File: config.mk
export PLATFORM = sky130hd
export DESIGN_NAME = timing_signal_output_mux
export DESIGN_NICKNAME = d
export VERILOG_FILES = /design/src/timing_mux_pkg.sv /design/src/pin_drive.sv /design/src/timing_signal_output_mux.sv
export SDC_FILE = /design/constraint.sdc
export NUM_CORES = 1
export LEC_CHECK = 0
export BUFFER_PORTS_ARGS = -buffer_cell sky130_fd_sc_hd__clkbuf_2
export CAP_MARGIN = 20
export CORE_MARGIN = 3
export CORE_UTILIZATION = 54
export DETAILED_ROUTE_END_ITERATION = 8
export PLACE_DENSITY = 0.91
export SLEW_MARGIN = 20
export SYNTH_ARGS = -nofsm -noshare
export SYNTH_HDL_FRONTEND = slang
export SYNTH_SLANG_ARGS = --single-unit
File: constraint.sdc
create_clock -name CLK_SYS -period 1.9 [get_ports CLK_SYS]
set_clock_uncertainty 0.2 [all_clocks]
set_input_delay 0.095 -clock CLK_SYS [delete_from_list [all_inputs] [get_ports CLK_SYS]]
set_output_delay 0.095 -clock CLK_SYS [all_outputs]
set_load 0.03 [all_outputs]
File: src/timing_mux_pkg.sv
package timing_mux_pkg;

   // Register indices, 16-bit data
   localparam logic [7:0] ADDR_PIN_CTRL   = 8'h02;
   localparam logic [7:0] ADDR_TIMING_SEL = 8'h0b;
   localparam logic [7:0] ADDR_PIN2_CFG   = 8'h4f;

   // Pin control field positions; EN_SECOND is in the second pin drive configuration register
   localparam int POL_FIRST   = 0;
   localparam int MODE_FIRST  = 1;
   localparam int EN_FIRST    = 2;
   localparam int POL_SECOND  = 8;
   localparam int MODE_SECOND = 9;
   localparam int EN_SECOND   = 6;

   // Select field positions
   localparam int SEL_FIRST_LSB  = 0;
   localparam int SEL_SECOND_LSB = 8;
   localparam int SEL_W          = 5;

   // Reset values
   localparam logic [15:0] PIN_CTRL_RST   = 16'h0000;
   localparam logic [15:0] TIMING_SEL_RST = 16'h0000;
   localparam logic [15:0] PIN2_CFG_RST   = 16'h0000;

   // Source selection codes
   localparam logic [4:0] SRC_IRQ      = 5'h01;
   localparam logic [4:0] SRC_WINDOW   = 5'h02;
   localparam logic [4:0] SRC_LED_A    = 5'h05;
   localparam logic [4:0] SRC_LED_B    = 5'h06;
   localparam logic [4:0] SRC_LED_AB   = 5'h07;
   localparam logic [4:0] SRC_WR_A     = 5'h0c;
   localparam logic [4:0] SRC_WR_B     = 5'h0d;
   localparam logic [4:0] SRC_WR_AB    = 5'h0e;
   localparam logic [4:0] SRC_HALF     = 5'h0f;
   localparam logic [4:0] SRC_ZERO     = 5'h10;
   localparam logic [4:0] SRC_ONE      = 5'h11;
   localparam logic [4:0] SRC_OSC      = 5'h13;

endpackage : timing_mux_pkg

File: src/pin_drive.sv
`timescale 1ns/100ps
module pin_drive (
   // Control
   input  wire logic polarity,
   input  wire logic drive_when_asserted,
   input  wire logic drive_enable,
   // Signal in
   input  wire logic sig,
   // Pin
   output logic      pin_o,
   output logic      pin_oe
);
   logic level;

   assign level = sig ^ polarity;
   assign pin_o = level;
   // Shared-line mode drives only the asserted level
   assign pin_oe = drive_enable & (~drive_when_asserted | sig);

endmodule : pin_drive

File: src/timing_signal_output_mux.sv
`timescale 1ns/100ps
module timing_signal_output_mux (
   // Clock and reset
   input  wire logic        CLK_SYS,
   input  wire logic        SRST,
   // Register port
   input  wire logic        REG_WR,
   input  wire logic [7:0]  REG_ADDR,
   input  wire logic [15:0] REG_WDATA,
   output logic      [15:0] REG_RDATA,
   // Device interrupt, already masked
   input  wire logic        IRQ_IN,
   // Sequencer events, on CLK_SYS
   input  wire logic        NORMAL_MODE,
   input  wire logic        SLOT_A_EN,
   input  wire logic        SLOT_B_EN,
   input  wire logic        SLOT_A_START,
   input  wire logic        SLOT_A_END,
   input  wire logic        SLOT_B_START,
   input  wire logic        SLOT_B_END,
   input  wire logic        SAMPLE_START,
   input  wire logic        SLOT_A_WRITTEN,
   input  wire logic        SLOT_B_WRITTEN,
   input  wire logic        LED_PULSE_A,
   input  wire logic        LED_PULSE_B,
   // Sample oscillator, asynchronous
   input  wire logic        OSC_SLOW,
   // Output pins
   output logic             TIMING_PIN_FIRST_O,
   output logic             TIMING_PIN_FIRST_OE,
   output logic             TIMING_PIN_SECOND_O,
   output logic             TIMING_PIN_SECOND_OE
);

   // Register targets after address decode
   typedef enum {
      TGT_NONE,
      TGT_PIN_CTRL,
      TGT_TIMING_SEL,
      TGT_PIN2_CFG
   } reg_target_t;

   // Register state
   logic [15:0] pin_ctrl_r;
   logic [15:0] timing_sel_r;
   logic [15:0] pin2_cfg_r;
   reg_target_t target;

   // Per-pin controls split out of the registers
   logic [4:0]  sel_first;
   logic [4:0]  sel_second;
   logic        pol_first;
   logic        pol_second;
   logic        mode_first;
   logic        mode_second;
   logic        en_first;
   logic        en_second;

   // Sequencer state
   logic        window_r;
   logic        window_nxt;
   logic        wr_a_r;
   logic        wr_b_r;
   logic        half_r;
   logic        normal_d_r;
   logic        normal_rise;
   logic        sample_done;

   // Oscillator synchroniser
   logic        osc_meta_r;
   logic        osc_sync_r;

   // Selected signals, before polarity
   logic        sig_first_r;
   logic        sig_second_r;

   // Write and read paths share one decode so they never disagree
   function automatic reg_target_t decode_reg(input logic [7:0] addr);
      reg_target_t t;
      t = TGT_NONE;
      case (addr)
         timing_mux_pkg::ADDR_PIN_CTRL   : t = TGT_PIN_CTRL;
         timing_mux_pkg::ADDR_TIMING_SEL : t = TGT_TIMING_SEL;
         timing_mux_pkg::ADDR_PIN2_CFG   : t = TGT_PIN2_CFG;
         default                         : t = TGT_NONE;
      endcase
      return t;
   endfunction : decode_reg

   // Start of the first enabled slot of a sample
   function automatic logic first_slot_start(input logic a_en,
                                             input logic b_en,
                                             input logic a_start,
                                             input logic b_start);
      return (a_en & a_start) | (~a_en & b_en & b_start);
   endfunction : first_slot_start

   // End of the last enabled slot, which also ends the sample
   function automatic logic last_slot_end(input logic a_en,
                                          input logic b_en,
                                          input logic a_end,
                                          input logic b_end);
      return (b_en & b_end) | (~b_en & a_en & a_end);
   endfunction : last_slot_end

   // Shared decoder: one function keeps both pins identical in meaning
   function automatic logic pick_source(input logic [4:0] code,
                                        input logic       irq,
                                        input logic       win,
                                        input logic       la,
                                        input logic       lb,
                                        input logic       wa,
                                        input logic       wb,
                                        input logic       half,
                                        input logic       osc);
      logic r;
      r = 1'b0;
      case (code)
         timing_mux_pkg::SRC_IRQ    : r = irq;
         timing_mux_pkg::SRC_WINDOW : r = win;
         timing_mux_pkg::SRC_LED_A  : r = la;
         timing_mux_pkg::SRC_LED_B  : r = lb;
         timing_mux_pkg::SRC_LED_AB : r = la | lb;
         timing_mux_pkg::SRC_WR_A   : r = wa;
         timing_mux_pkg::SRC_WR_B   : r = wb;
         timing_mux_pkg::SRC_WR_AB  : r = wa | wb;
         timing_mux_pkg::SRC_HALF   : r = half;
         timing_mux_pkg::SRC_ZERO   : r = 1'b0;
         timing_mux_pkg::SRC_ONE    : r = 1'b1;
         timing_mux_pkg::SRC_OSC    : r = osc;
         default                    : r = 1'b0;
      endcase
      return r;
   endfunction : pick_source

   // Field split
   assign target      = decode_reg(REG_ADDR);
   assign sel_first   = timing_sel_r[timing_mux_pkg::SEL_FIRST_LSB +: timing_mux_pkg::SEL_W];
   assign sel_second  = timing_sel_r[timing_mux_pkg::SEL_SECOND_LSB +: timing_mux_pkg::SEL_W];
   assign pol_first   = pin_ctrl_r[timing_mux_pkg::POL_FIRST];
   assign pol_second  = pin_ctrl_r[timing_mux_pkg::POL_SECOND];
   assign mode_first  = pin_ctrl_r[timing_mux_pkg::MODE_FIRST];
   assign mode_second = pin_ctrl_r[timing_mux_pkg::MODE_SECOND];
   assign en_first    = pin_ctrl_r[timing_mux_pkg::EN_FIRST];
   // Second pin enable lives in a different register
   assign en_second   = pin2_cfg_r[timing_mux_pkg::EN_SECOND];

   // Pin control register
   always_ff @(posedge CLK_SYS) begin
      if (SRST) begin
         pin_ctrl_r <= timing_mux_pkg::PIN_CTRL_RST;
      end else if (REG_WR && (target == TGT_PIN_CTRL)) begin
         pin_ctrl_r <= REG_WDATA;
      end
   end

   // Timing select register
   always_ff @(posedge CLK_SYS) begin
      if (SRST) begin
         timing_sel_r <= timing_mux_pkg::TIMING_SEL_RST;
      end else if (REG_WR && (target == TGT_TIMING_SEL)) begin
         timing_sel_r <= REG_WDATA;
      end
   end

   // Second pin drive configuration register
   always_ff @(posedge CLK_SYS) begin
      if (SRST) begin
         pin2_cfg_r <= timing_mux_pkg::PIN2_CFG_RST;
      end else if (REG_WR && (target == TGT_PIN2_CFG)) begin
         pin2_cfg_r <= REG_WDATA;
      end
   end

   // Read-back, unmapped index reads zero
   always_comb begin
      case (target)
         TGT_PIN_CTRL   : REG_RDATA = pin_ctrl_r;
         TGT_TIMING_SEL : REG_RDATA = timing_sel_r;
         TGT_PIN2_CFG   : REG_RDATA = pin2_cfg_r;
         default        : REG_RDATA = 16'h0000;
      endcase
   end

   // Sample window: opens at first enabled slot, closes after last
   always_comb begin
      window_nxt = window_r;
      if (first_slot_start(SLOT_A_EN, SLOT_B_EN, SLOT_A_START, SLOT_B_START)) begin
         window_nxt = 1'b1;
      end else if (last_slot_end(SLOT_A_EN, SLOT_B_EN, SLOT_A_END, SLOT_B_END)) begin
         window_nxt = 1'b0;
      end
   end

   always_ff @(posedge CLK_SYS) begin
      if (SRST) begin
         window_r <= 1'b0;
      end else begin
         window_r <= window_nxt;
      end
   end

   // Slot A data-written flag; a write in the start cycle wins over the clear
   always_ff @(posedge CLK_SYS) begin
      if (SRST) begin
         wr_a_r <= 1'b0;
      end else if (SLOT_A_WRITTEN) begin
         wr_a_r <= 1'b1;
      end else if (SAMPLE_START) begin
         wr_a_r <= 1'b0;
      end
   end

   // Slot B data-written flag, same priority
   always_ff @(posedge CLK_SYS) begin
      if (SRST) begin
         wr_b_r <= 1'b0;
      end else if (SLOT_B_WRITTEN) begin
         wr_b_r <= 1'b1;
      end else if (SAMPLE_START) begin
         wr_b_r <= 1'b0;
      end
   end

   // Mode history; resets low so a mode already on at release counts as entry
   always_ff @(posedge CLK_SYS) begin
      if (SRST) begin
         normal_d_r <= 1'b0;
      end else begin
         normal_d_r <= NORMAL_MODE;
      end
   end

   assign normal_rise = NORMAL_MODE & ~normal_d_r;
   assign sample_done = NORMAL_MODE & last_slot_end(SLOT_A_EN, SLOT_B_EN, SLOT_A_END, SLOT_B_END);

   // Half-rate toggle, reset low on entry to normal mode
   always_ff @(posedge CLK_SYS) begin
      if (SRST) begin
         half_r <= 1'b0;
      end else if (normal_rise) begin
         half_r <= 1'b0;
      end else if (sample_done) begin
         half_r <= ~half_r;
      end
   end

   // Oscillator copy passes two flops; it lags by up to two cycles
   always_ff @(posedge CLK_SYS) begin
      if (SRST) begin
         osc_meta_r <= 1'b0;
      end else begin
         osc_meta_r <= OSC_SLOW;
      end
   end

   // Only this flop may read the first stage
   always_ff @(posedge CLK_SYS) begin
      if (SRST) begin
         osc_sync_r <= 1'b0;
      end else begin
         osc_sync_r <= osc_meta_r;
      end
   end

   // Selected signals registered so pin data comes from flops
   always_ff @(posedge CLK_SYS) begin
      if (SRST) begin
         sig_first_r <= 1'b0;
      end else begin
         sig_first_r <= pick_source(sel_first,
                                    IRQ_IN,
                                    window_r,
                                    LED_PULSE_A,
                                    LED_PULSE_B,
                                    wr_a_r,
                                    wr_b_r,
                                    half_r,
                                    osc_sync_r);
      end
   end

   // Independent field, same sources: both pins may show one signal
   always_ff @(posedge CLK_SYS) begin
      if (SRST) begin
         sig_second_r <= 1'b0;
      end else begin
         sig_second_r <= pick_source(sel_second,
                                     IRQ_IN,
                                     window_r,
                                     LED_PULSE_A,
                                     LED_PULSE_B,
                                     wr_a_r,
                                     wr_b_r,
                                     half_r,
                                     osc_sync_r);
      end
   end

   // Polarity sets the pin level; mode and enable decide from the signal before polarity whether the pin drives
   pin_drive u_first (
      .polarity            (pol_first),
      .drive_when_asserted (mode_first),
      .drive_enable        (en_first),
      .sig                 (sig_first_r),
      .pin_o               (TIMING_PIN_FIRST_O),
      .pin_oe              (TIMING_PIN_FIRST_OE)
   );

   pin_drive u_second (
      .polarity            (pol_second),
      .drive_when_asserted (mode_second),
      .drive_enable        (en_second),
      .sig                 (sig_second_r),
      .pin_o               (TIMING_PIN_SECOND_O),
      .pin_oe              (TIMING_PIN_SECOND_OE)
   );

endmodule : timing_signal_output_mux
* After elaboration in Yosys (flattened, before gate mapping)
Index checks and enable logic that the tools add are counted.
** Cells by class
- Eq/ne operators :: 31
- Multiplexer cells :: 9
- Bitwise operators :: 24
- Reductions and logical operators :: 7
** Operators by type and width (number)
- equality test 32 x 2 -> 1 bit (second input constant) :: 3
- equality test 32 x 3 -> 1 bit (second input constant) :: 2
- one-hot mux 16 bit (3 select lines) :: 1
- equality test 5 x 4 -> 1 bit (second input constant) :: 8
- equality test 32 x 1 -> 1 bit (second input constant) :: 1
- equality test 5 x 3 -> 1 bit (second input constant) :: 6
- one-hot mux 1 bit (11 select lines) :: 2
- equality test 5 bit (second input constant) :: 4
- bitwise AND 1 bit :: 10
- equality test 5 x 1 -> 1 bit (second input constant) :: 2
- equality test 5 x 2 -> 1 bit (second input constant) :: 2
- equality test 8 x 2 -> 1 bit (second input constant) :: 1
- equality test 8 x 4 -> 1 bit (second input constant) :: 1
- equality test 8 x 7 -> 1 bit (second input constant) :: 1
- inverter 1 bit :: 6
- bitwise OR 1 bit :: 6
- one-hot mux 2 bit (3 select lines) :: 1
- nonzero test 2 bit :: 3
- two-way mux 1 bit :: 5
- logical AND 1 bit :: 3
- OR reduction 2 bit :: 1
- XOR 1 bit :: 2
** Word-level totals
- Flip-flop bits (word level) :: 57
- Input port bits :: 41
- Output and inout port bits :: 20
- Logic and storage cells :: 83

* Longest topological paths before layout
- Depth in word-level cells :: 6
- Mapped depth :: 6

* Hierarchy
From an unflattened synthesis, not the netlist that was laid out.
** Second synthesis, totals
- Cell total of the unflattened synthesis :: 312
- Area, all modules :: 2727.6 um^2
** By module, submodules not included
- timing_signal_output_mux :: times used 1, cells each 306, area an instance 2680.1 um^2, seq. area each 1141.1 um^2
- pin_drive :: times used 2, cells each 3, area an instance 23.8 um^2, seq. area each 0.0 um^2

* Worst setup path after synthesis
OpenSTA, ideal clock, no wires.
- Path type :: in2out
- Start :: in REG_ADDR[5]
- End :: out REG_RDATA[0]
- Data arrival time :: 1.661 ns
- Path slack :: -0.056 ns
- Stages :: 5
- Cell sequence :: or4b_4 > nor2_1 > buf_2 > a22oi_1 > a21oi_1
** Between the ends
- Word-level cells in the longest chain between the ends :: 4
- Elaborated cells between the ends (all ways) :: 8
- Those cells by class :: eq/ne (6); mux (2)
** RTL lines
- start, declared :: line timing_signal_output_mux.sv:8 : input wire logic [7:0] REG_ADDR,
- equality test 8 x 7 -> 1 bit (tied with other cells) :: line timing_signal_output_mux.sv:81 : case (addr)
- one-hot mux 2 bit (3 select lines) * :: line timing_signal_output_mux.sv:81
- equality test 32 x 2 -> 1 bit / equality test 32 x 1 -> 1 bit (equally long branches) :: line timing_signal_output_mux.sv:177 : case (target)
- one-hot mux 16 bit (3 select lines) * :: line timing_signal_output_mux.sv:177
- end, declared :: line timing_signal_output_mux.sv:10 : output logic [15:0] REG_RDATA,
Mark *: on every way between the ends. The rest lies on a longest branch, timed or not.

* Final worst setup path
- Start :: in REG_ADDR[5]
- End :: out REG_RDATA[11]
The elaborated chain is that of the path after synthesis.

==> out/summary.txt <==
I/O pins - 61
Final RePlAce weighted congestion - 0.907
Worst reg2reg path startpoint - timing_sel_r[0]
Startpoint type of the worst setup path - input pin
DPL Wire Length - 5.20 mm
Hold EP - sig_first_r
# clock sinks - 57
Iter 0 DRT Violations - 344
Worst reg2reg path depth - 4
Final core occ - 75.6%
Die height - 76.7 um
Relative slew margins - 70.9%
Total Routing Usage GR - 27.4%
Vias in the first global route - 2855
# setup viols final - 0
Synth Register Bits - 57
Dominant cells by area after synthesis - dfxtp_1 (42%), nand2_1 (14%), a21oi_1 (11%)
DIE WIDTH - 76.7 um
CTS Root Buffer Type - clkbuf_8
Antenna-violating nets left - 0
Slew @ Worst Pin - 0.437 ns
Post-Syn Area - 0.00270 mm2
Reg2reg end - sig_first_r
Fin. max-slew vios - 0
Grt total ovfl - 0
Final hold vios - 0
Max-cap violations - 0
Worst Path Arrival - 1.57 ns
Layout cells sized above 1 - 23.0%
Clock Pin Slew Worst Setup and Hold Paths - 0.06 ns
Area growth syn-to-layout - 34.1%
Num rows - 25
Total chip power - 2460 uW
Crit path kind - in -> out
Placeable Area - 0.00479 mm2
Buffers on Ports - 60
Worst-skew pair later-pin latency - 0.34 ns
Total routed wirelength - 7.91 mm
Area post-placement - 0.00315 mm2
Fmax - 0.537 GHz
Worst hold path type - in -> reg
Post-synth top area share - 42.3%
Initial antenna violation count - 0
RSZ-0062 raised after global routing - yes
Max clock buf depth - 2
Leak Pwr - 0.00139 uW
Vias per inst - 5.87
Nets - 495
Pwr Density - 681 mW/mm2
1st-pass router iterations - 5
Starting density of the core - 56.4%
TritonCTS buffer count - 9
Min Tclk post-route - 1.86 ns
H-tree depth - 3
Largest net degree at the start of global routing - 40
Worst hold path cell count - 5
Max VDD drop - 0.000581 V
Syn Nets - 406
Sequential fraction of the synthesis area - 42.3%
DR DRC count - 0
Place WS - 0.0449 ns
Antenna diode count - 0
Hold Startpoint - IRQ_IN
Most frequent cells in the layout - nand2_1 (99), dfxtp_1 (57), clkbuf_2 (54)
Synth cell types - 39
Area leader, netlist - dfxtp_1
Fin area - 0.00362 mm2
Die area - 0.00588 mm2
Global-route wire length before repair - 13.0 mm
Leading cell type in the layout, fill and taps excluded - nand2_1
Final worst slack - 0.0365 ns
Cells after Synth - 365
Syn. warnings - 0
Via count - 3075
Crit share post-route - 98.1%
CTS tree - done
Worst path required time - 1.60 ns
Reg-to-reg slack, setup - 0.14 ns
Synth Area per Inst - 7.39 um2
Mean routed wirelength per cell - 15.1 um
Outcome - completed
CP Max Fanout - 9
CP Capture Type - output port
synthesized netlist by cell type (all sizes together):
cell	number
nor3	1
o21ai	4
a21boi	2
a31oi	2
dfxtp	57
and4	2
a211oi	2
a41oi	1
a222oi	2
a221oi	1
and3b	3
o32ai	1
a2111oi	3
nand3b	2
buf	11
o21bai	2
a21o	2
clkbuf	18
o2111ai	1
inv	10
or3	2
nor2b	4
nor4b	1
a221o	1
or4b	1
nand4	4
or2	1
and2	1
a21oi	60
nor2	14
a22oi	15
nand2b	3
a311oi	1
nand3	25
and3	2
mux2i	2
xor2	2
nand2	99
cell families after synthesis:
family          count (synthesis)  share of synthesized area, %
simple gates                  165                          27.7
flops                          57                          42.3
buf+inv                        39                          6.17
compound gates                100                          22.4
mux                             2                         0.742
xor+xnor                        2                         0.649
area by class of cell:
cell class	count	area, um2
Clock buffer	10	138
Clock inverter	4	45.0
Fill cell	355	1170
Inverter	10	37.5
Multi-Input combinational cell	269	1430
Sequential cell	57	1140
Tap cell	67	83.8
Timing Repair Buffer	107	744
state kept, by name (all words and copies together) (netlist names):
signal	cells
pin2_cfg_r	16
wr_a_r	1
sig_first_r	1
osc_meta_r	1
timing_sel_r	16
window_r	1
normal_d_r	1
osc_sync_r	1
half_r	1
sig_second_r	1
pin_ctrl_r	16
wr_b_r	1
worst max path at each step:
stage,startpoint,endpoint,slack [ns],depth (start not counted)
global route,REG_ADDR[5],REG_RDATA[11],-0.05,7
floorplan,REG_ADDR[5],REG_RDATA[0],0.11,5
finish,REG_ADDR[5],REG_RDATA[11],0.04,7
detailed placement,REG_ADDR[5],REG_RDATA[11],0.04,7
global placement,REG_ADDR[5],REG_RDATA[11],0.07,7
CTS,REG_ADDR[5],REG_RDATA[0],0.04,7
layer usage:
metal / share of wire (%) / vias to the layer above / GRT usage [%]
met2: 49 / 188 / 47.5
met1: 39 / 1413 / 32.4
met4: 2.7 / 0 / 13.9
li1: - / 1446 / -
met5: 0 / - / 0
met3: 9.5 / 28 / 4.69
critical path, stage by stage:
cell,delay [ns]
clkbuf_2,0.10
or4b_4,0.58
nor2_4,0.16
buf_4,0.18
a22oi_1,0.11
a21oi_2,0.14
clkbuf_4,0.20
per-stage QoR:
step                      cells  setup TNS, ns  hold slack [ns]
after detailed placement    483              0            0.107
final                       524              0           0.0325
after floorplan             365              0           0.0124
after global placement      483              0            0.106
after global routing        524         -0.187           0.0738
after CTS                   524              0           0.0274
power by group:
| part | internal (uW) | switching [uW] |
|---|---|---|
| sequential | 1200 | 8.43 |
| clock | 618 | 452 |
| combinational | 92.6 | 87.1 |
| total | 1920 | 548 |
what timing repair did:
action,4_1_cts,5_1_grt
hold buffers,27,0
endpoints found under the hold margin,54,0
buffers inserted,0,0
endpoints found under the setup margin,0,10
resized for setup,0,14
No activity file was read; power rests on OpenSTA's default activity.
